**config.mk**
```make
export PLATFORM = sky130hd
export DESIGN_NAME = fcp_core
export DESIGN_NICKNAME = d
export VERILOG_FILES = /design/src/fcp_pkg.sv /design/src/fcp_timer.sv /design/src/fcp_core.sv
export SDC_FILE = /design/constraint.sdc
export NUM_CORES = 1
export LEC_CHECK = 0
export ABC_AREA = 1
export BUFFER_PORTS_ARGS = -buffer_cell sky130_fd_sc_hd__buf_4
export CAP_MARGIN = 20
export CORE_MARGIN = 4
export CORE_UTILIZATION = 47
export CTS_BUF_LIST = sky130_fd_sc_hd__clkbuf_8
export DETAILED_ROUTE_END_ITERATION = 16
export GPL_TIMING_DRIVEN = 0
export PLACE_DENSITY_LB_ADDON = 0.1
export RECOVER_POWER = 100
export SLEW_MARGIN = 25
export SYNTH_ARGS = -nofsm -noshare
export SYNTH_HDL_FRONTEND = slang
export SYNTH_SLANG_ARGS = --single-unit
```
**constraint.sdc**
```tcl
create_clock -name clk_in -period 5 [get_ports clk_in]
set_input_delay 0.75 -clock clk_in [delete_from_list [all_inputs] [get_ports clk_in]]
set_output_delay 0.75 -clock clk_in [all_outputs]
set_load 0.01 [all_outputs]
```
**src/fcp_pkg.sv**
```systemverilog
// shared constants for the floppy command parameter block
package fcp_pkg;
  // register offsets on the plain register port
  localparam logic [3:0] A_MODE      = 4'h0;
  localparam logic [3:0] A_SIZE      = 4'h1;
  localparam logic [3:0] A_SHORT_LEN = 4'h2;
  localparam logic [3:0] A_START_SEC = 4'h3;
  localparam logic [3:0] A_LAST_SEC  = 4'h4;
  localparam logic [3:0] A_TARGET    = 4'h5;
  localparam logic [3:0] A_SETTLE    = 4'h6;
  localparam logic [3:0] A_RELEASE   = 4'h7;
  localparam logic [3:0] A_CONFIG    = 4'h8;
  localparam logic [3:0] A_PRECOMP   = 4'h9;
  localparam logic [3:0] A_CMD       = 4'hA;
  localparam logic [3:0] A_STATUS    = 4'hB;
  localparam logic [3:0] A_INT_STAT  = 4'hC;
  localparam logic [3:0] A_INT_MASK  = 4'hD;
  localparam logic [3:0] A_DATA      = 4'hE;
  localparam logic [3:0] A_CYL       = 4'hF;
  // mode register fields
  localparam int M_HEAD = 0;
  localparam int M_MFM  = 1;
  localparam int M_MT   = 2;
  localparam int M_NDMA = 3;
  localparam int M_SRST = 7;
  // config register fields
  localparam int C_FEN  = 4;
  localparam int C_LOCK = 5;
  // interrupt status bits
  localparam int I_DREQ = 0;
  localparam int I_DONE = 1;
  localparam int I_ERR  = 2;
  localparam int I_SEEK = 3;
  // commands written to the command register
  localparam logic [7:0] CMD_READ  = 8'h01;
  localparam logic [7:0] CMD_WRITE = 8'h02;
  // reset values
  localparam logic [7:0] RST_SHORT_LEN = 8'hFF;
  localparam logic       RST_FEN_N     = 1'b1;
  localparam logic [3:0] RST_FIFO_THR  = 4'h0;
  localparam logic [7:0] RST_PRECOMP   = 8'h00;
  // sector geometry
  localparam logic [14:0] BASE_LEN  = 15'h0080;
  localparam logic [7:0]  FIRST_SEC = 8'h01;
  localparam logic [15:0] CRC_INIT  = 16'hFFFF;
  localparam logic [15:0] CRC_POLY  = 16'h1021;
  // interval unit: one millisecond at the 20 ns clock
  localparam int TICK_TIME_NS = 1000000;
  localparam int CLK_NS       = 20;
  localparam int TICK_CYCLES  = TICK_TIME_NS / CLK_NS;
  // sequencer states
  typedef enum logic [2:0] {
    ST_IDLE    = 3'b000,
    ST_SETTLE  = 3'b001,
    ST_SEARCH  = 3'b010,
    ST_DATA    = 3'b011,
    ST_CRC     = 3'b100,
    ST_RELEASE = 3'b101
  } fcp_state_t;
endpackage

```
**src/fcp_timer.sv**
```systemverilog
// millisecond tick divider and interval timer
`timescale 1ns/1ns
module fcp_timer #(
  parameter int TICK_CYCLES = fcp_pkg::TICK_CYCLES
) (
  input  wire logic       clk_in,
  input  wire logic       rst_n_in,
  input  wire logic       start_in,
  input  wire logic [7:0] interval_in,
  output logic            tick_out,
  output logic            done_out
);
  logic [19:0] pre;
  logic [7:0]  remain;
  logic        running;

  // free-running divider; restarting a wait does not realign it, so a wait may be short by <1 ms
  always_ff @(posedge clk_in or negedge rst_n_in) begin
    if (!rst_n_in) begin
      pre      <= 20'h00000;
      tick_out <= 1'b0;
    end else if (pre == 20'(TICK_CYCLES - 1)) begin
      pre      <= 20'h00000;
      tick_out <= 1'b1;
    end else begin
      pre      <= pre + 20'h00001;
      tick_out <= 1'b0;
    end
  end

  // interval countdown in ticks; a new start overrides a running wait
  always_ff @(posedge clk_in or negedge rst_n_in) begin
    if (!rst_n_in) begin
      remain   <= 8'h00;
      running  <= 1'b0;
      done_out <= 1'b0;
    end else if (start_in) begin
      remain   <= interval_in;
      running  <= 1'b1;
      done_out <= 1'b0;
    end else if (running && remain == 8'h00) begin
      running  <= 1'b0;
      done_out <= 1'b1;
    end else begin
      done_out <= 1'b0;
      if (running && tick_out) begin
        remain <= remain - 8'h01;
      end
    end
  end
endmodule

```
**src/fcp_core.sv**
```systemverilog
// floppy command parameter interpreter: registers, sector sequencer, host transfer
`timescale 1ns/1ns
module fcp_core #(
  parameter int TICK_CYCLES = fcp_pkg::TICK_CYCLES
) (
  input  wire logic       clk_in,
  input  wire logic       rst_n_in,
  input  wire logic [3:0] addr_in,
  input  wire logic [7:0] wdata_in,
  input  wire logic       wr_in,
  input  wire logic       rd_in,
  output logic      [7:0] rdata_out,
  output logic            irq_out,
  output logic            drq_out,
  input  wire logic       dack_n_in,
  input  wire logic [7:0] dma_data_in,
  output logic      [7:0] dma_data_out,
  output logic            head_load_out,
  output logic            head_side_out,
  output logic            mfm_out,
  output logic            step_out,
  output logic            step_dir_out,
  output logic            fifo_enable_n_out,
  output logic      [3:0] fifo_threshold_out,
  output logic      [7:0] precomp_start_track_out,
  input  wire logic       id_strobe_in,
  input  wire logic       id_head_in,
  input  wire logic [7:0] id_sector_in,
  input  wire logic       media_strobe_in,
  input  wire logic [7:0] media_data_in,
  output logic      [7:0] media_data_out,
  output logic            media_write_out
);
  ////////////////////////////////////////////////////////////////////////////
  function automatic logic [14:0] sector_len(input logic [2:0] code);
    return fcp_pkg::BASE_LEN << code;
  endfunction

  function automatic logic [14:0] xfer_len(input logic [2:0] code, input logic [7:0] short_sector_length);
    if (code != 3'h0) return sector_len(code);
    return ({7'h00, short_sector_length} < fcp_pkg::BASE_LEN) ? {7'h00, short_sector_length} : fcp_pkg::BASE_LEN;
  endfunction

  function automatic logic [15:0] crc_byte(input logic [15:0] c, input logic [7:0] d);
    logic [15:0] r;
    r = c ^ {d, 8'h00};
    for (int i = 0; i < 8; i++) begin
      r = r[15] ? ((r << 1) ^ fcp_pkg::CRC_POLY) : (r << 1);
    end
    return r;
  endfunction

  ////////////////////////////////////////////////////////////////////////////
  fcp_pkg::fcp_state_t state;
  logic [7:0]  mode, short_len, start_sec, last_sec, target, settle, release_iv;
  logic [7:0]  precomp, int_mask, host_buf, pcn, dack_d1, dack_d2;
  logic [2:0]  size_code;
  logic [3:0]  fifo_thr, int_stat, ev;
  logic        fen_n, lock, cur_head, writing, crc_idx, buf_full, seek_active;
  logic [7:0]  cur_sector;
  logic [14:0] byte_idx, sec_len, xlen;
  logic [15:0] crc, next_crc;
  logic        dack_s1, dack_s2, dack_s3, dack_edge, tick, tmr_done, tmr_start;
  logic        soft_rst, start_cmd, media_take, sec_last, seq_end, crc_bad;
  logic        req, req_prev, xfer_err, seek_done, host_take, host_give;
  logic [7:0]  wr_byte;

  assign soft_rst  = wr_in && addr_in == fcp_pkg::A_MODE && wdata_in[fcp_pkg::M_SRST];
  assign start_cmd = wr_in && addr_in == fcp_pkg::A_CMD && !soft_rst
                     && (wdata_in == fcp_pkg::CMD_READ || wdata_in == fcp_pkg::CMD_WRITE)
                     && (state == fcp_pkg::ST_IDLE || state == fcp_pkg::ST_RELEASE);
  assign sec_len   = sector_len(size_code);
  assign xlen      = xfer_len(size_code, short_len);
  assign media_take = state == fcp_pkg::ST_DATA && media_strobe_in && byte_idx < xlen;
  // excess bytes of a short sector go out as zeros, crc bytes follow the data
  assign wr_byte   = (state == fcp_pkg::ST_CRC) ? (crc_idx ? crc[7:0] : crc[15:8]) :
                     (byte_idx < xlen) ? host_buf : 8'h00;
  assign next_crc  = crc_byte(crc, writing ? wr_byte : media_data_in);
  assign crc_bad   = !writing && next_crc != 16'h0000;
  assign sec_last  = state == fcp_pkg::ST_CRC && media_strobe_in && crc_idx;
  assign seq_end   = sec_last && (crc_bad || (cur_sector == last_sec
                     && !(mode[fcp_pkg::M_MT] && !cur_head)));
  // the head-load wait only runs when the head was unloaded
  assign tmr_start = (start_cmd && state == fcp_pkg::ST_IDLE) || seq_end;
  assign dack_edge = dack_s3 && !dack_s2;

  fcp_timer #(.TICK_CYCLES(TICK_CYCLES)) u_timer (
    .clk_in      (clk_in),
    .rst_n_in    (rst_n_in),
    .start_in    (tmr_start),
    .interval_in (seq_end ? release_iv : settle),
    .tick_out    (tick),
    .done_out    (tmr_done)
  );

  ////////////////////////////////////////////////////////////////////////////
  // software-written configuration
  always_ff @(posedge clk_in or negedge rst_n_in) begin
    if (!rst_n_in) begin
      mode <= 8'h00; size_code <= 3'h0; short_len <= fcp_pkg::RST_SHORT_LEN;
      start_sec <= 8'h00; last_sec <= 8'h00; target <= 8'h00; settle <= 8'h00;
      release_iv <= 8'h00; int_mask <= 8'h00; lock <= 1'b0;
      fen_n <= fcp_pkg::RST_FEN_N; fifo_thr <= fcp_pkg::RST_FIFO_THR;
      precomp <= fcp_pkg::RST_PRECOMP;
    end else if (soft_rst) begin
      mode <= {1'b0, wdata_in[6:0]};
      if (!lock) begin
        fen_n    <= fcp_pkg::RST_FEN_N;
        fifo_thr <= fcp_pkg::RST_FIFO_THR;
        precomp  <= fcp_pkg::RST_PRECOMP;
      end
    end else if (wr_in) begin
      case (addr_in)
        fcp_pkg::A_MODE:      mode <= wdata_in;
        fcp_pkg::A_SIZE:      size_code <= wdata_in[2:0];
        fcp_pkg::A_SHORT_LEN: short_len <= wdata_in;
        fcp_pkg::A_START_SEC: start_sec <= wdata_in;
        fcp_pkg::A_LAST_SEC:  last_sec <= wdata_in;
        fcp_pkg::A_TARGET:    target <= wdata_in;
        fcp_pkg::A_SETTLE:    settle <= wdata_in;
        fcp_pkg::A_RELEASE:   release_iv <= wdata_in;
        fcp_pkg::A_INT_MASK:  int_mask <= wdata_in;
        fcp_pkg::A_PRECOMP:   precomp <= wdata_in;
        fcp_pkg::A_CONFIG: begin
          fifo_thr <= wdata_in[3:0];
          fen_n    <= wdata_in[fcp_pkg::C_FEN];
          lock     <= wdata_in[fcp_pkg::C_LOCK];
        end
        default: ;
      endcase
    end
  end

  ////////////////////////////////////////////////////////////////////////////
  // sector sequencer
  always_ff @(posedge clk_in or negedge rst_n_in) begin
    if (!rst_n_in) begin
      state <= fcp_pkg::ST_IDLE; head_load_out <= 1'b0; cur_head <= 1'b0;
      cur_sector <= 8'h00; writing <= 1'b0; byte_idx <= 15'h0000; crc_idx <= 1'b0;
    end else if (soft_rst) begin
      state <= fcp_pkg::ST_IDLE;
      head_load_out <= 1'b0;
    end else begin
      case (state)
        fcp_pkg::ST_IDLE, fcp_pkg::ST_RELEASE: begin
          if (start_cmd) begin
            cur_head   <= mode[fcp_pkg::M_HEAD];
            cur_sector <= start_sec;
            writing    <= wdata_in == fcp_pkg::CMD_WRITE;
            head_load_out <= 1'b1;
            state <= (state == fcp_pkg::ST_IDLE) ? fcp_pkg::ST_SETTLE : fcp_pkg::ST_SEARCH;
          end else if (state == fcp_pkg::ST_RELEASE && tmr_done) begin
            head_load_out <= 1'b0;
            state <= fcp_pkg::ST_IDLE;
          end
        end
        fcp_pkg::ST_SETTLE: if (tmr_done) state <= fcp_pkg::ST_SEARCH;
        fcp_pkg::ST_SEARCH: begin
          if (id_strobe_in && id_head_in == cur_head && id_sector_in == cur_sector) begin
            byte_idx <= 15'h0000;
            state <= fcp_pkg::ST_DATA;
          end
        end
        fcp_pkg::ST_DATA: begin
          if (media_strobe_in) begin
            byte_idx <= byte_idx + 15'h0001;
            if (byte_idx == sec_len - 15'h0001) begin
              crc_idx <= 1'b0;
              state <= fcp_pkg::ST_CRC;
            end
          end
        end
        fcp_pkg::ST_CRC: begin
          if (media_strobe_in) crc_idx <= 1'b1;
          if (seq_end) begin
            state <= fcp_pkg::ST_RELEASE;
          end else if (sec_last && cur_sector == last_sec) begin
            cur_head   <= 1'b1;
            cur_sector <= fcp_pkg::FIRST_SEC;
            state <= fcp_pkg::ST_SEARCH;
          end else if (sec_last) begin
            cur_sector <= cur_sector + 8'h01;
            state <= fcp_pkg::ST_SEARCH;
          end
        end
        default: state <= fcp_pkg::ST_IDLE;
      endcase
    end
  end

  // crc runs over every byte of the physical sector; written crc bytes are not folded in
  always_ff @(posedge clk_in or negedge rst_n_in) begin
    if (!rst_n_in) begin
      crc <= fcp_pkg::CRC_INIT; media_data_out <= 8'h00;
    end else begin
      if (state == fcp_pkg::ST_SEARCH) crc <= fcp_pkg::CRC_INIT;
      else if (media_strobe_in && (state == fcp_pkg::ST_DATA
               || (state == fcp_pkg::ST_CRC && !writing))) crc <= next_crc;
      if (media_strobe_in && writing) media_data_out <= wr_byte;
    end
  end

  ////////////////////////////////////////////////////////////////////////////
  // one-byte host buffer shared by the register port and the DMA handshake
  assign host_take = (rd_in && addr_in == fcp_pkg::A_DATA) || (dack_edge && !writing);
  assign host_give = (wr_in && addr_in == fcp_pkg::A_DATA) || (dack_edge && writing);
  assign xfer_err  = media_take && (writing ? !buf_full : (buf_full && !host_take));

  always_ff @(posedge clk_in or negedge rst_n_in) begin
    if (!rst_n_in) begin
      host_buf <= 8'h00; buf_full <= 1'b0;
    end else if (start_cmd || soft_rst) begin
      buf_full <= 1'b0;
    end else if (writing) begin
      if (media_take) buf_full <= 1'b0;
      if (host_give) begin
        host_buf <= (dack_edge) ? dack_d2 : wdata_in;
        buf_full <= 1'b1;
      end
    end else begin
      if (host_take) buf_full <= 1'b0;
      if (media_take) begin
        host_buf <= media_data_in;
        buf_full <= 1'b1;
      end
    end
  end

  // request a byte while the direction needs one; writes prefetch the next byte
  always_comb begin
    req = 1'b0;
    if (writing) req = !buf_full && (state == fcp_pkg::ST_SETTLE
                 || state == fcp_pkg::ST_SEARCH
                 || (state == fcp_pkg::ST_DATA && byte_idx + 15'h0001 < xlen));
    else req = buf_full && state != fcp_pkg::ST_IDLE;
  end
  assign drq_out      = req && !mode[fcp_pkg::M_NDMA];
  assign dma_data_out = host_buf;

  // dack and its data are pins; both pass two flops before use
  always_ff @(posedge clk_in or negedge rst_n_in) begin
    if (!rst_n_in) begin
      dack_s1 <= 1'b1; dack_s2 <= 1'b1; dack_s3 <= 1'b1;
      dack_d1 <= 8'h00; dack_d2 <= 8'h00; req_prev <= 1'b0;
    end else begin
      dack_s1 <= dack_n_in; dack_s2 <= dack_s1; dack_s3 <= dack_s2;
      dack_d1 <= dma_data_in; dack_d2 <= dack_d1;
      req_prev <= req;
    end
  end

  ////////////////////////////////////////////////////////////////////////////
  // head positioning toward the target cylinder, one step per tick
  assign seek_done = tick && seek_active && pcn == target;
  always_ff @(posedge clk_in or negedge rst_n_in) begin
    if (!rst_n_in) begin
      seek_active <= 1'b0; pcn <= 8'h00; step_out <= 1'b0; step_dir_out <= 1'b0;
    end else begin
      step_out <= 1'b0;
      if (soft_rst) seek_active <= 1'b0;
      else if (wr_in && addr_in == fcp_pkg::A_TARGET) seek_active <= 1'b1;
      else if (seek_done) seek_active <= 1'b0;
      else if (tick && seek_active) begin
        step_out     <= 1'b1;
        step_dir_out <= target > pcn;
        pcn <= (target > pcn) ? pcn + 8'h01 : pcn - 8'h01;
      end
    end
  end

  ////////////////////////////////////////////////////////////////////////////
  // sticky events, write one to clear, a new event wins over the clear
  assign ev = {seek_done, xfer_err || (sec_last && crc_bad), seq_end,
               req && !req_prev && mode[fcp_pkg::M_NDMA]};
  always_ff @(posedge clk_in or negedge rst_n_in) begin
    if (!rst_n_in) int_stat <= 4'h0;
    else if (wr_in && addr_in == fcp_pkg::A_INT_STAT) int_stat <= (int_stat & ~wdata_in[3:0]) | ev;
    else int_stat <= int_stat | ev;
  end
  assign irq_out = |(int_stat & int_mask[3:0]);

  // read data one cycle after the strobe; unused size, config and interrupt status bits read zero, unused mode and mask bits read as written
  always_ff @(posedge clk_in or negedge rst_n_in) begin
    if (!rst_n_in) rdata_out <= 8'h00;
    else if (rd_in) begin
      case (addr_in)
        fcp_pkg::A_MODE:      rdata_out <= mode;
        fcp_pkg::A_SIZE:      rdata_out <= {5'h00, size_code};
        fcp_pkg::A_SHORT_LEN: rdata_out <= short_len;
        fcp_pkg::A_START_SEC: rdata_out <= start_sec;
        fcp_pkg::A_LAST_SEC:  rdata_out <= last_sec;
        fcp_pkg::A_TARGET:    rdata_out <= target;
        fcp_pkg::A_SETTLE:    rdata_out <= settle;
        fcp_pkg::A_RELEASE:   rdata_out <= release_iv;
        fcp_pkg::A_CONFIG:    rdata_out <= {2'h0, lock, fen_n, fifo_thr};
        fcp_pkg::A_PRECOMP:   rdata_out <= precomp;
        fcp_pkg::A_STATUS:    rdata_out <= {state != fcp_pkg::ST_IDLE, head_load_out,
                                            cur_head, writing, buf_full, seek_active,
                                            crc_idx, req};
        fcp_pkg::A_INT_STAT:  rdata_out <= {4'h0, int_stat};
        fcp_pkg::A_INT_MASK:  rdata_out <= int_mask;
        fcp_pkg::A_DATA:      rdata_out <= host_buf;
        fcp_pkg::A_CYL:       rdata_out <= pcn;
        default:              rdata_out <= 8'h00;
      endcase
    end
  end

  assign head_side_out           = cur_head;
  assign mfm_out                 = mode[fcp_pkg::M_MFM];
  assign media_write_out         = writing && (state == fcp_pkg::ST_DATA
                                   || state == fcp_pkg::ST_CRC);
  assign fifo_enable_n_out       = fen_n;
  assign fifo_threshold_out      = fifo_thr;
  assign precomp_start_track_out = precomp;
endmodule

```
======== Yosys cells after proc, flatten, opt, wreduce, memory -nomap -nowiden ========
Cells that the tools add are included.
word-level totals
  flip-flop bits (word level) ............. 218
  bits of input ports ..................... 44
cells by class
  reduce and logical (&&, ||, !) cells .... 110
  add/subtract/negate cells ............... 7
  order comparisons ....................... 4
  mux-type cells .......................... 97
  shift operators ......................... 1
  bitwise gates (word level) .............. 18
  eq/ne operators ......................... 46
operators by type and width
  cell                     count
  $mux W8                  25
  $pmux W8 S15             1
  $mux W13                 8
  $mux W15                 4
  $logic_and A1 B1 Y1      43
  $reduce_and A3 Y1        13
  $mux W1                  35
  $eq A4 B4 Y1 const B     8
  $mux W16                 2
  $lt A15 B15 Y1           2
  $mux W3                  10
  $pmux W15 S2             1
  $eq A8 B8 Y1             3
  $not A3 Y3               8
  $reduce_bool A2 Y1       12
  $add A20 B1 Y20 const B  1
  $eq A20 B16 Y1 const B   1
  $mux W20                 1
  $mux W4                  5
  $ne A2 B2 Y1 const B     9
  $add A8 B1 Y8 const B    2
  $eq A4 B3 Y1 const B     4
  $pmux W8 S2              1
  $reduce_bool A16 Y1      1
  42 further kinds         83

======== Logic depth before layout (Yosys ltp) ========
Gate-level depths: netlist (run 1).
  depth in word-level cells ............... 31
  gate-level depth with buffers ........... 35

======== By module ========
A second synthesis (run 1) with hierarchy kept.
second synthesis, totals
  cell total of the unflattened synthesis .. 1,669
  area, all modules ....................... 12,987.5 um^2
modules (own cells, without submodules)
  module     instances  seq. area each (um^2)  cells each  area an instance (um^2)
  fcp_core   1          4,714.5                1,413       11,063.1
  fcp_timer  1          775.7                  256         1,924.3

======== Least setup slack after synthesis (run 1) ========
No wires, ideal clock.
  kind .................................... reg2out
  start point ............................. register byte_idx[0]
  end point ............................... output drq_out
  cell stages (with the launch flop) ...... 23
  arrival ................................. 2.898 ns
  slack ................................... 1.352 ns
  data required time ...................... 4.250 ns
  buffers on the path ..................... 0
  path through ............................ dfrtp_1 ha_1 nand3_1 nor3_1 nand2_1 nor2_1 nand3_1 nor2_1 nand2_1 inv_1 nand3_1 xor2_1 inv_1 ha_1 nand2_1 nor2_1 nand2_1 o2111ai_1 o21ai_0 nand3_1 o21ai_0 inv_1 nor2_1
on the way
  longest elaborated chain between the ends .. 7
RTL lines
  item                      RTL line         RTL
  start: declaration        fcp_core.sv:61   logic [14:0] byte_idx, sec_len, xlen;
  start signal: assignment  fcp_core.sv:166  byte_idx <= byte_idx + 15'h0001;
  $add A15 B1 Y15           fcp_core.sv:234  || (state == fcp_pkg::ST_DATA && byte_idx + 15'h0001 < xlen));
  $lt A15 B15 Y1            fcp_core.sv:234
  $logic_and A1 B1 Y1       fcp_core.sv:234
  $logic_or A1 B1 Y1        fcp_core.sv:234
  $logic_and A1 B1 Y1       fcp_core.sv:232  if (writing) req = !buf_full && (state == fcp_pkg::ST_SETTLE
  $mux W1                   fcp_core.sv:232
  via req                   fcp_core.sv:65   logic req, req_prev, xfer_err, seek_done, host_take, host_give;
  $logic_and A1 B1 Y1       fcp_core.sv:237  assign drq_out = req && !mode[fcp_pkg::M_NDMA];
  end: declaration          fcp_core.sv:14   output logic drq_out,
The timed path passes the listed nets, and every way through them passes these cells.

======== Final worst setup path (run 1) ========
Ends and elaborated chain as after synthesis.

==> results.txt, run 1 <==
The synthesized design devotes to its leading area cell type 37.5% of total area. The finished layout holds roughly 2100 standard cells, fillers aside. The data arrival time at the worst-slack endpoint came out at 4.06 ns. Counting I/O delays and the setup requirement, the final critical path takes 4.81 ns. TritonCTS created 40 clock buffers. The area of the die came out at 29700 um2. Once placement finished, the instance area stood at about 14000 um2. The tree is rooted in a sky130_fd_sc_hd__clkbuf_8.

The clock sink count is 218. The number of buffer cells added on primary ports is 88. The number of cells on the critical path came out at 23. For this design the static power due to leakage is 7.10 nW. The setup slack of the most critical reg-to-reg path is 0.46 ns. After the last flow step, the layout net total stands at ~1800.

The endpoint of the worst-slack reg-to-reg timing path is head_side_out$_DFFE_PN0P_. The most prevalent standard cell on the critical path is sky130_fd_sc_hd__nand3_1. The run finished, with violations left.

The number of library cell types mapped by synthesis is 53. Synthesis produced a netlist with a net count of 1712. By area the synthesized netlist is led by sky130_fd_sc_hd__dfrtp_1 (38%), sky130_fd_sc_hd__nand2_1 (12%), sky130_fd_sc_hd__inv_1 (6.5%). The die height came out at 172 um. Setup violations remaining at the end of the flow were counted as 0. The power density over the cells is 492 nW/um2. The largest total area in the synthesized netlist belongs to sky130_fd_sc_hd__dfrtp_1. The warning count from the yosys run came out at 0. Headroom to the max-slew limit came out at -145%. The detail route stage leaves a number of antenna-violating nets equal to 0. In this run the worst path has a maximum fanout of 4.

The critical register-to-register path startpoint is size_code[1]$_DFFE_PN0P_. The post-layout total power came out at 7.17 mW. On the worst path, the slowest cell contributes a delay of 0.39 ns. The worst setup path is captured at a primary output. Counting flops and latches in the post-synthesis netlist gives ~220. The smallest setup slack after layout is 0.193 ns. The die is 172 um wide. TritonCTS built the clock tree. For the final database, setup skew stands at 0.0271 ns. The slowest stage of the critical path is the sky130_fd_sc_hd__dfrtp_1 cell. The pin count of the biggest net entering global routing came out at 80. The per-cell via count in the routed design is 5.46.

For this run, the share of the core covered by cells in the final layout is a little under three fifths. At the worst endpoint, the required time is 4.25 ns. The post-detailed-route wirelength per cell is 18.2 um.

Once placement completed, the tool counted placed cells totaling 2046. The last element of the critical path is drq_out. Across the VDD grid, the largest voltage drop is 286 uV. No sink is reached through more buffers than the 3 on the longest clock path.

A synthesized cell averages 7.82 um2. sky130_fd_sc_hd__nand2_1 is the most common cell in the netlist. The source of the critical timing path is byte_idx[0]$_DFFE_PN0P_.

The critical path buffer and inverter count is 4. The number of max-slew violations in the final report came to 66. The sum of overflow across all layers after global routing came out at 0.

The minimum setup slack after placement is roughly 0.33 ns. The number of max-cap violations is 1. The half-perimeter wire length after detailed placement is about 30 mm. The kind of start point of the critical path is a register. The H-tree depth reported by CTS came out at 2. The wire length of the first global-routing pass came out at just over 60 mm.

The clock-pin slew of the registers on the worst-case setup and hold paths came out at 0.06 ns. The effective utilization at floorplan came out at 48.2%. ~90 I/O pins were placed.

The setup path with the least slack is of type register to primary output. The number of optimization iterations in the first detailed-route pass is 5. The type of the tightest min-delay check is primary input to register. Among all flip-flop cells after synthesis, the most frequent one is sky130_fd_sc_hd__dfrtp_1. The async set-or-reset flop fraction in the synthesized netlist came out at 100%. The checks that failed: capacitance limit, slew limit. The share of cells above drive strength 1 is between 10% and 20%.

The final clock period utilization by the worst path is between 90% and 100%. The final design instance area without fill came out at roughly 15000 um2. At the later pin of the worst-skew pair, clock insertion delay measures 0.56 ns.

The fmax is between 200 and 250 MHz. The initial antenna violation count is 0. The global routing usage summed across all routing layers is 26.2%. The routability congestion estimate is about 1. The synthesized design contains 0 enable-type register cells. The final number of hold-violating endpoints came out at 0. The core footprint is 26300 um2. The area growth from synthesis to final layout is 15.0%. The first-iteration detailed-routing DRC count is 941.

The actual slew at the worst max-slew pin is 3.67 ns. After synthesis, the most frequently instantiated cells are sky130_fd_sc_hd__nand2_1 (402), sky130_fd_sc_hd__inv_1 (221), sky130_fd_sc_hd__dfrtp_1 (190). The total length of routed wires came out at 38.6 mm. The via count came out at 11600. The number of cells on the worst reg-to-reg path came out at 29.

The number of cell rows is 59. The gate count after technology mapping is 1621. The via count of the first global-routing pass is 11200.

The DRC violation count after routing is 0. Walking the worst path, the cells encountered are ha_2 > nand3_2 > nor3_2 > nand2_1 > nor2_2 > nand3_1 > nor2_2 > nand2_1 > inv_1 > nand3_1 > xor2_1 > inv_1 > ha_4 > nand2_2 > nor2_1 > nand3_1 > o2111ai_4 > o21ai_2 > nand3_1 > o21ai_2 > inv_1 > nor2_2 > buf_4. The netlist area before placement came out at 12700 um2. After synthesis, flip-flops and latches occupy between 40% and 50% of the total area. The category of cells accounting for the largest share of critical-path delay is simple AND/OR/NAND/NOR gates. The total inserted antenna cells came out at 0.
[placed cells by master (no fill, tap or decap), types with 4 or more instances in the layout]
master / count
sky130_fd_sc_hd__xnor2_1: 7
sky130_fd_sc_hd__dfrtp_1: 190
sky130_fd_sc_hd__nor4_1: 12
sky130_fd_sc_hd__clkbuf_4: 9
sky130_fd_sc_hd__ha_1: 44
sky130_fd_sc_hd__clkinvlp_4: 4
sky130_fd_sc_hd__nor2_1: 106
sky130_fd_sc_hd__clkinv_2: 8
sky130_fd_sc_hd__nand2_4: 5
sky130_fd_sc_hd__nand4_1: 28
sky130_fd_sc_hd__o2111ai_1: 4
sky130_fd_sc_hd__nand3b_1: 5
sky130_fd_sc_hd__o21a_1: 4
sky130_fd_sc_hd__nand3_1: 84
sky130_fd_sc_hd__nor2_2: 6
sky130_fd_sc_hd__a21oi_1: 59
sky130_fd_sc_hd__nor3_1: 11
sky130_fd_sc_hd__xor2_1: 35
sky130_fd_sc_hd__nand2_1: 403
sky130_fd_sc_hd__o21ai_0: 154
sky130_fd_sc_hd__a221oi_1: 13
sky130_fd_sc_hd__nand2_2: 16
sky130_fd_sc_hd__dfstp_2: 26
sky130_fd_sc_hd__buf_4: 43
sky130_fd_sc_hd__clkbuf_1: 73
sky130_fd_sc_hd__buf_2: 4
sky130_fd_sc_hd__nand3_2: 14
sky130_fd_sc_hd__a21o_1: 10
sky130_fd_sc_hd__o211ai_1: 7
sky130_fd_sc_hd__inv_1: 231
sky130_fd_sc_hd__clkbuf_8: 54
sky130_fd_sc_hd__o22ai_1: 49
sky130_fd_sc_hd__or2_2: 6
sky130_fd_sc_hd__a211oi_1: 6
sky130_fd_sc_hd__a21oi_2: 8
[report_power, final]
part           internal [mW]  total [mW]  leakage [nW]  switching, mW
Sequential              2.23        2.64          2.68          0.405
Combinational          0.995        2.71          3.95           1.71
Clock                   1.02        1.82         0.472          0.803
Total                   4.25        7.17          7.10           2.92
[how the worst min path moves through the flow]
stage / to / slack, ns / start / depth (start not counted)
finish: dack_s1$_DFF_PN1_ / 0.32 / dack_n_in / 1
global route: dack_s1$_DFF_PN1_ / 0.29 / dack_n_in / 1
CTS: byte_idx[10]$_DFFE_PN0P_ / 0.14 / rst_n_in / 1
detailed placement: dack_d2[3]$_DFF_PN0_ / 0.33 / dack_d1[3]$_DFF_PN0_ / 0
global placement: dack_d2[7]$_DFF_PN0_ / 0.33 / dack_d1[7]$_DFF_PN0_ / 0
floorplan: dack_d2[0]$_DFF_PN0_ / 0.33 / dack_d1[0]$_DFF_PN0_ / 0
[worst reg2reg max path: cells and delay by family (launching register included)]
| family | cells | cell delay, ns |
|---|---|---|
| AND/OR/NAND/NOR | 21 | 2.72 |
| buffers and inverters | 4 | 0.53 |
| AO/OA/AOI/OAI | 3 | 0.36 |
| flip-flops | 1 | 0.50 |
| adder cells (fa/ha/maj) | 1 | 0.31 |
[stage by stage]
step | TNS [ns] | hold WS, ns
after CTS | 0 | 0.138
after floorplan | 0 | 0.331
after global placement | 0 | 0.334
after detailed placement | 0 | 0.335
final | 0 | 0.316
after global routing | -0.0527 | 0.287
[layer usage]
layer	share of wire, %	global-route usage, %	up-vias
li1	-	-	5676
met4	3.8	9.88	0
met3	5.9	4.28	92
met2	45	41.2	374
met5	0	0	-
met1	45	36.7	5455
[timing repair]
item,4_1_cts,5_1_grt
setup endpoints to repair,1,1
hold endpoints to repair,0,0
cloned,0,0
gates resized for setup,6,15
hold buffers,0,0
setup buffers,0,5
pin swaps,0,8
[cells by family (layout without fill, tap and decap cells)]
| group | count (synthesis) | after routing | share of synthesized area [%] |
|---|---|---|---|
| AO/OA/AOI/OAI | 339 | 339 | 15.8 |
| XOR/XNOR | 42 | 42 | 2.90 |
| adder cells (fa/ha/maj) | 47 | 47 | 4.70 |
| buffers and inverters | 270 | 439 | 8.30 |
| flip-flops | 218 | 218 | 43.3 |
| AND/OR/NAND/NOR | 705 | 705 | 25.0 |
[sequential cells by signal (all words and copies together), names as in the netlist, 8 cells and up]
signal / cells
u_timer.pre: 20
crc: 16
byte_idx: 15
cur_sector: 8
dack_d1: 8
dack_d2: 8
dma_data_out: 8
int_mask: 8
last_sec: 8
media_data_out: 8
mode: 8
pcn: 8
precomp_start_track_out: 8
rdata_out: 8
release_iv: 8
settle: 8
short_len: 8
start_sec: 8
target: 8
u_timer.remain: 8
[final cells by class]
type / count / area, um2
Buffer: 39 / 181
Clock buffer: 54 / 743
Clock inverter: 20 / 126
Fill cell: 2577 / 11700
Inverter: 231 / 870
Multi-Input combinational cell: 1133 / 6170
Sequential cell: 218 / 5490
Tap cell: 335 / 419
Timing Repair Buffer: 95 / 568
Power figures use the tool's default switching activity.
==> run 2: changes to the inputs <==
==> constraint.sdc (replaced) <==
create_clock -name clk_in -period 4.65 [get_ports clk_in]
set_input_delay 0 -clock clk_in [delete_from_list [all_inputs] [get_ports clk_in]]
set_output_delay 0 -clock clk_in [all_outputs]
set_load 0.01 [all_outputs]
==> results.txt, run 2 (synthesized netlist as in run 1, its figures left out) <==
Outcome: finished with violations (unchanged). Violated checks: capacitance limit, slew limit (unchanged). The clock buffer count from CTS came out at 40 (unchanged). The worst supply voltage drop on vdd came out at 307 uV (was 286 uV). The DRC violation count after routing came out at 0 (unchanged). The post-detailed-route wirelength per cell came out at 18.1 um (was 18.2 um).

The number of optimization iterations in the first detailed-route pass is 6 (was 5). The slowest stage cell on the critical path is sky130_fd_sc_hd__dfrtp_1 (unchanged). Cell-by-cell trace of the critical path: ha_1 > nand3_1 > nor3_2 > nand2_1 > nor2_1 > nand3_1 > nor2_1 > nand2_1 > inv_1 > nand3_1 > xor2_1 > inv_1 > ha_1 > nand2_1 > nor2_1 > nand2_1 > o2111ai_2 > o21ai_1 > nand3_1 > o21ai_0 > inv_1 > nor2_1 > clkbuf_4 (was ha_2 > nand3_2 > nor3_2 > nand2_1 > nor2_2 > nand3_1 > nor2_2 > nand2_1 > inv_1 > nand3_1 > xor2_1 > inv_1 > ha_4 > nand2_2 > nor2_1 > nand3_1 > o2111ai_4 > o21ai_2 > nand3_1 > o21ai_2 > inv_1 > nor2_2 > buf_4). The clock tree root driver cell is sky130_fd_sc_hd__clkbuf_8 (unchanged). The area of the multi-input gates came out at 6110 um2 (was 6170 um2).

The type of the worst setup path is register to primary output (unchanged). The boundary pin count is 89 (unchanged). The core footprint is 26300 um2 (unchanged).

The share of cells above drive strength 1 was 11.6% (was 12.8%). The actual slew at the worst max-slew pin was 3.11 ns (was 3.67 ns). The critical path endpoint category is a primary output (unchanged). The register containing the most flip-flops in the final layout is u_timer.pre (unchanged). The flip-flop count of the largest register, all copies and words added is 20 (unchanged). The initial antenna violation count is 0 (unchanged). The total length of routed wires came out at 39.0 mm (was 38.6 mm). The worst slew margin relative to its limit came to -107% (was -145%). The highest cell delay on the worst timing path is 0.41 ns (was 0.39 ns). The area of the die came out at 29700 um2 (unchanged). The global routing usage summed across all routing layers came out at 26.4% (was 26.2%). The maximum root-to-sink buffer count came out at 3 (unchanged).

The kind of start point of the critical path was a register (unchanged). The wire length of the first global-routing pass was 61.1 mm (was 60.7 mm). The pin count of the biggest net entering global routing came out at 80 (unchanged). The via count of the first global-routing pass came to 11300 (was 11200).

The area growth from synthesis to final layout came to 16.6% (was 15.0%). The net count reported at finish was 1873 (was 1849). The total setup violations reported at the end of the flow is 0 (unchanged). The H-tree depth reported by CTS came out at 2 (unchanged).

The worst-case clock skew was 0.0256 ns (was 0.0271 ns). The number of buffer cells added on primary ports is 88 (unchanged). The most common cell after layout, fill and taps aside was sky130_fd_sc_hd__nand2_1 (unchanged).

Setup repair after global routing left no endpoint under its margin. The leakage power was 7.20 nW (was 7.10 nW). The type of the tightest min-delay check is primary input to register (unchanged). Top library cells by usage in the layout, fill and taps aside: sky130_fd_sc_hd__nand2_1 (402), sky130_fd_sc_hd__inv_1 (231), sky130_fd_sc_hd__dfrtp_1 (190) (was sky130_fd_sc_hd__nand2_1 (403), sky130_fd_sc_hd__inv_1 (231), sky130_fd_sc_hd__dfrtp_1 (190)).

The final clock period utilization by the worst path came out at 92.7%. The final number of hold-violating endpoints came out at 0 (unchanged). The die height came out at 172 um (unchanged). The sum of overflow across all layers after global routing is 0 (unchanged). The routability congestion estimate is 1.00 (unchanged). The data arrival time at the worst-slack endpoint came out at 4.31 ns (was 4.06 ns). The overall die width came out at 172 um (unchanged). The first-iteration detailed-routing DRC count is 914 (was 941).

Largest registers: u_timer.pre x20, crc x16, byte_idx x15 (unchanged). The clock period could shrink to 4.31 ns. The required time at the endpoint of the critical path came to 4.65 ns (was 4.25 ns). The post-layout total power is 7.68 mW (was 7.17 mW). The sum of negative setup slack came to 0 ns (unchanged).

The half-perimeter wire length after detailed placement came out at 29.3 mm (unchanged). The power density over the cells was 520 nW/um2 (was 492 nW/um2). The via count was 11700 (was 11600). The number of max-slew violations in the final report was 65 (was 66). The per-cell via count in the routed design came out at 5.45 (was 5.46). The effective utilization at floorplan is 48.2% (unchanged). The total inserted antenna cells is 0 (unchanged). The maximum fanout along the worst path was 5 (was 4). The number of routed nets with antenna violations was 0 (unchanged).

The number of cell rows was 59 (unchanged). The TritonCTS clock tree is yes (unchanged). The clock-pin slew of the registers on the worst-case setup and hold paths is 0.06 ns (about the same).

The number of post-CTS setup repair buffers came out at 0 (unchanged). The insertion delay of the later-clocked pin in the worst-skew pair was 0.56 ns (about the same). The fmax came out at 232 MHz. The clock sink count came to 218 (unchanged). The number of max-cap violations is 1 (unchanged). The sequential standard cell area came to 5490 um2 (unchanged). The count of filler cells inserted in the layout came out at 2544 (was 2577).
[run 2: worst paths after layout]
kind | startpoint | endpoint | slack [ns] | cells after the start
max | byte_idx[0]$_DFFE_PN0P_ | drq_out | 0.34 | 23
min reg2reg | dack_d1[2]$_DFF_PN0_ | dack_d2[2]$_DFF_PN0_ | 0.35 | 0
max in group asynchronous | rst_n_in | fifo_enable_n_out$_DFFE_PN1P_ | 1.00 | 5
min in group asynchronous | rst_n_in | byte_idx[6]$_DFFE_PN0P_ | 1.76 | 3
min | media_data_in[6] | dma_data_out[6]$_DFFE_PN0P_ | 0.002 | 5
max reg2reg | size_code[1]$_DFFE_PN0P_ | cur_sector[0]$_DFFE_PN0P_ | 0.36 | 29
[run 2: worst max-delay path, delay by kind of cell, from the launching register on]
| family | cells | cell delay [ns] |
|---|---|---|
| AO/OA/AOI/OAI | 3 | 0.58 |
| XOR/XNOR | 1 | 0.18 |
| adder cells (fa/ha/maj) | 2 | 0.53 |
| buffers and inverters | 4 | 0.48 |
| flip-flops | 1 | 0.41 |
| AND/OR/NAND/NOR | 13 | 1.58 |
[run 2: layout make-up]
cell class	count	share of cell area, %
Inverter	231	5.88
Timing Repair Buffer	119	5.70
Tap cell	335	2.84
Multi-Input combinational cell	1133	41.4
Sequential cell	218	37.1
Clock buffer	54	5.03
Clock inverter	20	0.855
Buffer	39	1.20
[run 2: routing by layer]
| layer | vias up | GRT usage [%] | share of wire [%] |
|---|---|---|---|
| met5 | - | 0 | 0 |
| met2 | 384 | 41.6 | 45 |
| met3 | 95 | 4.30 | 6.0 |
| met4 | 0 | 10.0 | 3.7 |
| met1 | 5523 | 36.8 | 45 |
| li1 | 5719 | - | - |
[run 2: repair_timing]
item	4_1_cts	5_1_grt
setup endpoints to repair	0	21
hold buffers	29	0
endpoints found under the hold margin	161	0
resized for setup	0	6
[run 2: power breakdown]
part,internal [mW],switching [mW],leakage (nW)
sequential,2.40,0.433,2.68
combinational,1.06,1.83,4.05
clock,1.10,0.864,0.472
[run 2: metrics by stage]
step                      worst slack (ns)  instance area [um2]  std cells  hold WS, ns  utilization [%]
after CTS                            0.107                15000       2149      0.00515             57.0
after floorplan                       1.21                12700       1621       -0.296                -
after global placement               0.295                13800       2044        0.110             52.3
final                                0.341                14800       2149      0.00209             56.3
after global routing               0.00724                14800       2149       0.0231             56.3
after detailed placement             0.304                13800       2046      -0.0115             52.6
==> run 3: changes to the inputs <==
--- a/config.mk
+++ b/config.mk
@@ -9,7 +9,7 @@
 export BUFFER_PORTS_ARGS = -buffer_cell sky130_fd_sc_hd__buf_4
 export CAP_MARGIN = 20
 export CORE_MARGIN = 4
-export CORE_UTILIZATION = 47
+export CORE_UTILIZATION = 63
 export CTS_BUF_LIST = sky130_fd_sc_hd__clkbuf_8
 export DETAILED_ROUTE_END_ITERATION = 16
 export GPL_TIMING_DRIVEN = 0
==> results.txt, run 3 (synthesized netlist as in run 1, its figures left out) <==
The critical path buffer and inverter count is 4 (unchanged). Top library cells by usage in the layout, fill and taps aside: sky130_fd_sc_hd__nand2_1 (404), sky130_fd_sc_hd__inv_1 (240), sky130_fd_sc_hd__dfrtp_1 (190) (was sky130_fd_sc_hd__nand2_1 (402), sky130_fd_sc_hd__inv_1 (231), sky130_fd_sc_hd__dfrtp_1 (190)). The H-tree depth reported by CTS is 2 (unchanged). The sum of overflow across all layers after global routing is 0 (unchanged). The uppermost layer routed is met4 (unchanged). Outcome: finished with violations (unchanged). The post-detailed-route wirelength per cell is 18.4 um (was 18.1 um).

The routed wire length on met2 came out at 17.8 mm (was 17.5 mm). The number of buffer cells added on primary ports is 88 (unchanged). The kind of start point of the critical path was a register (unchanged). The detailed route wirelength on metal3 came out at 3.24 mm (was 2.34 mm). The share of cells above drive strength 1 came out at 10.5% (was 11.6%).

The net count reported at finish is 1876 (was 1873). The maximum fanout along the worst path came out at 10 (was 5). Violated checks: capacitance limit, slew limit (unchanged). The clock period minus final worst setup slack is 4.33 ns (was 4.31 ns). The area of the die is 22500 um2 (was 29700 um2).

The power density over the cells is 515 nW/um2 (was 520 nW/um2). The via count came out at 12200 (was 11700). The final clock period utilization by the worst path is 93.2% (was 92.7%). The most common cell after layout, fill and taps aside is sky130_fd_sc_hd__nand2_1 (unchanged). The per-cell via count in the routed design came out at 5.84 (was 5.45). The number of max-slew violations in the final report came to 56 (was 65). The register containing the most flip-flops in the final layout is u_timer.pre (unchanged).

The global routing usage summed across all routing layers came out at 34.8% (was 26.4%). The number of routed nets with antenna violations came to 0 (unchanged). The final non-filler cell total came out at 2081 (was 2149). The effective utilization at floorplan is 64.5% (was 48.2%).

The clock sink count came out at 218 (unchanged). The clock-pin slew of the registers on the worst-case setup and hold paths is 0.06 ns (about the same). The flip-flop count of the largest register, all copies and words added came out at 20 (unchanged).

The sum of negative setup slack is 0 ns (unchanged). The first-iteration detailed-routing DRC count was 1190 (was 914). The final number of hold-violating endpoints came out at 0 (unchanged). The pin count of the biggest net entering global routing came out at 84 (was 80). The initial antenna violation count is 0 (unchanged). The routability congestion estimate is 0.991 (was 1.00). The number of cell rows is 51 (was 59). The worst-case clock skew came to 0.0335 ns (was 0.0256 ns). Largest registers: u_timer.pre x20, crc x16, byte_idx x15 (unchanged). The DRC violation count after routing is 0 (unchanged). The total inserted antenna cells was 0 (unchanged).

The maximum root-to-sink buffer count is 3 (unchanged). The clock tree root driver cell is sky130_fd_sc_hd__clkbuf_8 (unchanged). The number of max-cap violations is 1 (unchanged). The total length of routed wires came out at 38.3 mm (was 39.0 mm). The area growth from synthesis to final layout is 15.2% (was 16.6%).

The TritonCTS clock tree was yes (unchanged). The wire length of the first global-routing pass was 61.3 mm (was 61.1 mm). The worst supply voltage drop on vdd came out at 468 uV (was 307 uV).

The boundary pin count was 89 (unchanged). The met1 routed wirelength after detailed routing was 15.8 mm (was 17.7 mm). The via count of the first global-routing pass came out at 11600 (was 11300).

The worst slew margin relative to its limit is -128% (was -107%). The total setup violations reported at the end of the flow is 0 (unchanged). The data arrival time at the worst-slack endpoint came out at 4.75 ns (was 4.31 ns). The slowest stage cell on the critical path is sky130_fd_sc_hd__dfrtp_1 (unchanged). The type of the worst setup path is register to register (was register to primary output). The required time at the endpoint of the critical path is 5.07 ns (was 4.65 ns).

The category of cells accounting for the largest share of critical-path delay is simple AND/OR/NAND/NOR gates (unchanged). The number of post-CTS setup repair buffers is 0 (unchanged). The post-layout total power is 7.53 mW (was 7.68 mW).

The insertion delay of the later-clocked pin in the worst-skew pair was 0.56 ns (about the same). The leakage power is 7.19 nW (was 7.20 nW). The number of optimization iterations in the first detailed-route pass is 6 (unchanged). The core footprint is 19700 um2 (was 26300 um2). The critical path endpoint category is a register (was primary output). The half-perimeter wire length after detailed placement is 28.4 mm (was 29.3 mm).

The type of the tightest min-delay check was primary input to register (unchanged). The fmax came to 231 MHz (was 232 MHz). The cell count after placement was 1976 (was 2046).

The actual slew at the worst max-slew pin is 3.42 ns (was 3.11 ns). The overall die width is 150 um (was 172 um). The highest cell delay on the worst timing path is 0.50 ns (was 0.41 ns). The clock buffer count from CTS came out at 39 (was 40). The most prevalent standard cell on the critical path is sky130_fd_sc_hd__nand2_1.

The die height was 150 um (was 172 um).
[run 3: cell types whose count changed in the layout (fill, tap and decap cells not counted), moves of 2 or more]
cell	delta
sky130_fd_sc_hd__nand3_2	-7
sky130_fd_sc_hd__nand3_1	+7
sky130_fd_sc_hd__dlygate4sd3_1	+4
sky130_fd_sc_hd__nand2_1	+2
sky130_fd_sc_hd__inv_1	+9
sky130_fd_sc_hd__buf_4	-2
sky130_fd_sc_hd__clkinv_2	-2
sky130_fd_sc_hd__nand2_2	-2
sky130_fd_sc_hd__clkbuf_8	-7
sky130_fd_sc_hd__clkbuf_1	+3
sky130_fd_sc_hd__buf_2	+2
sky130_fd_sc_hd__clkinvlp_4	-3
[run 3: power by group]
| part | internal [mW] | total (mW) | switching (mW) |
|---|---|---|---|
| clock network | 0.977 | 1.80 | 0.822 |
| registers | 2.40 | 2.86 | 0.453 |
| logic | 1.05 | 2.87 | 1.82 |
[run 3: path summary, 6_finish.rpt]
path,slack (ns),cells past startpoint,from,to
max,0.32,30,size_code[1]$_DFFE_PN0P_,cur_sector[0]$_DFFE_PN0P_
min,0.005,5,media_data_in[3],dma_data_out[3]$_DFFE_PN0P_
max reg2reg,0.32,30,size_code[1]$_DFFE_PN0P_,cur_sector[0]$_DFFE_PN0P_
min reg2reg,0.34,0,dack_d1[1]$_DFF_PN0_,dack_d2[1]$_DFF_PN0_
max in group asynchronous,0.90,4,rst_n_in,size_code[2]$_DFFE_PN0P_
min in group asynchronous,1.71,3,rst_n_in,byte_idx[11]$_DFFE_PN0P_
[run 3: worst register-to-register path, delay by kind of cell (launching register included)]
family / cells / cell delay [ns]
compound gates: 2 / 0.27
buf+inv: 4 / 0.49
flops: 1 / 0.50
simple gates: 23 / 2.63
fa+ha+maj: 1 / 0.32
[run 3: metrics by stage]
stage | area, um2 | utilization (%) | setup WS (ns) | hold slack, ns
floorplan | 12700 | - | 1.21 | -0.296
global placement | 13700 | 69.6 | 0.523 | 0.110
detailed placement | 13700 | 69.9 | 0.409 | -0.0206
CTS | 14900 | 75.6 | 0.287 | 0.00261
global route | 14600 | 74.3 | -0.000422 | 0.0270
finish | 14600 | 74.3 | 0.316 | 0.00482
[run 3: area by class of cell]
cell class | instances | area (um2)
repair buffers | 123 | 873
inverters | 231 | 870
flip-flops and latches | 218 | 5490
plain buffers | 39 | 179
fillers | 1599 | 5050
well taps | 265 | 332
clock buffers | 47 | 647
clock inverters | 25 | 136
multi-input cells | 1133 | 6070
[run 3: what timing repair did]
item                       CTS  global route
gates resized for setup      0             4
setup endpoints to repair    0             2
hold endpoints to repair   246             0
hold buffers                33             0
[run 3: metal layers]
metal / global-route usage, % / up-vias
met5: 0 / -
met4: 14.0 / 0
met3: 5.09 / 103
met2: 54.8 / 598
met1: 48.6 / 5736
li1: - / 5726
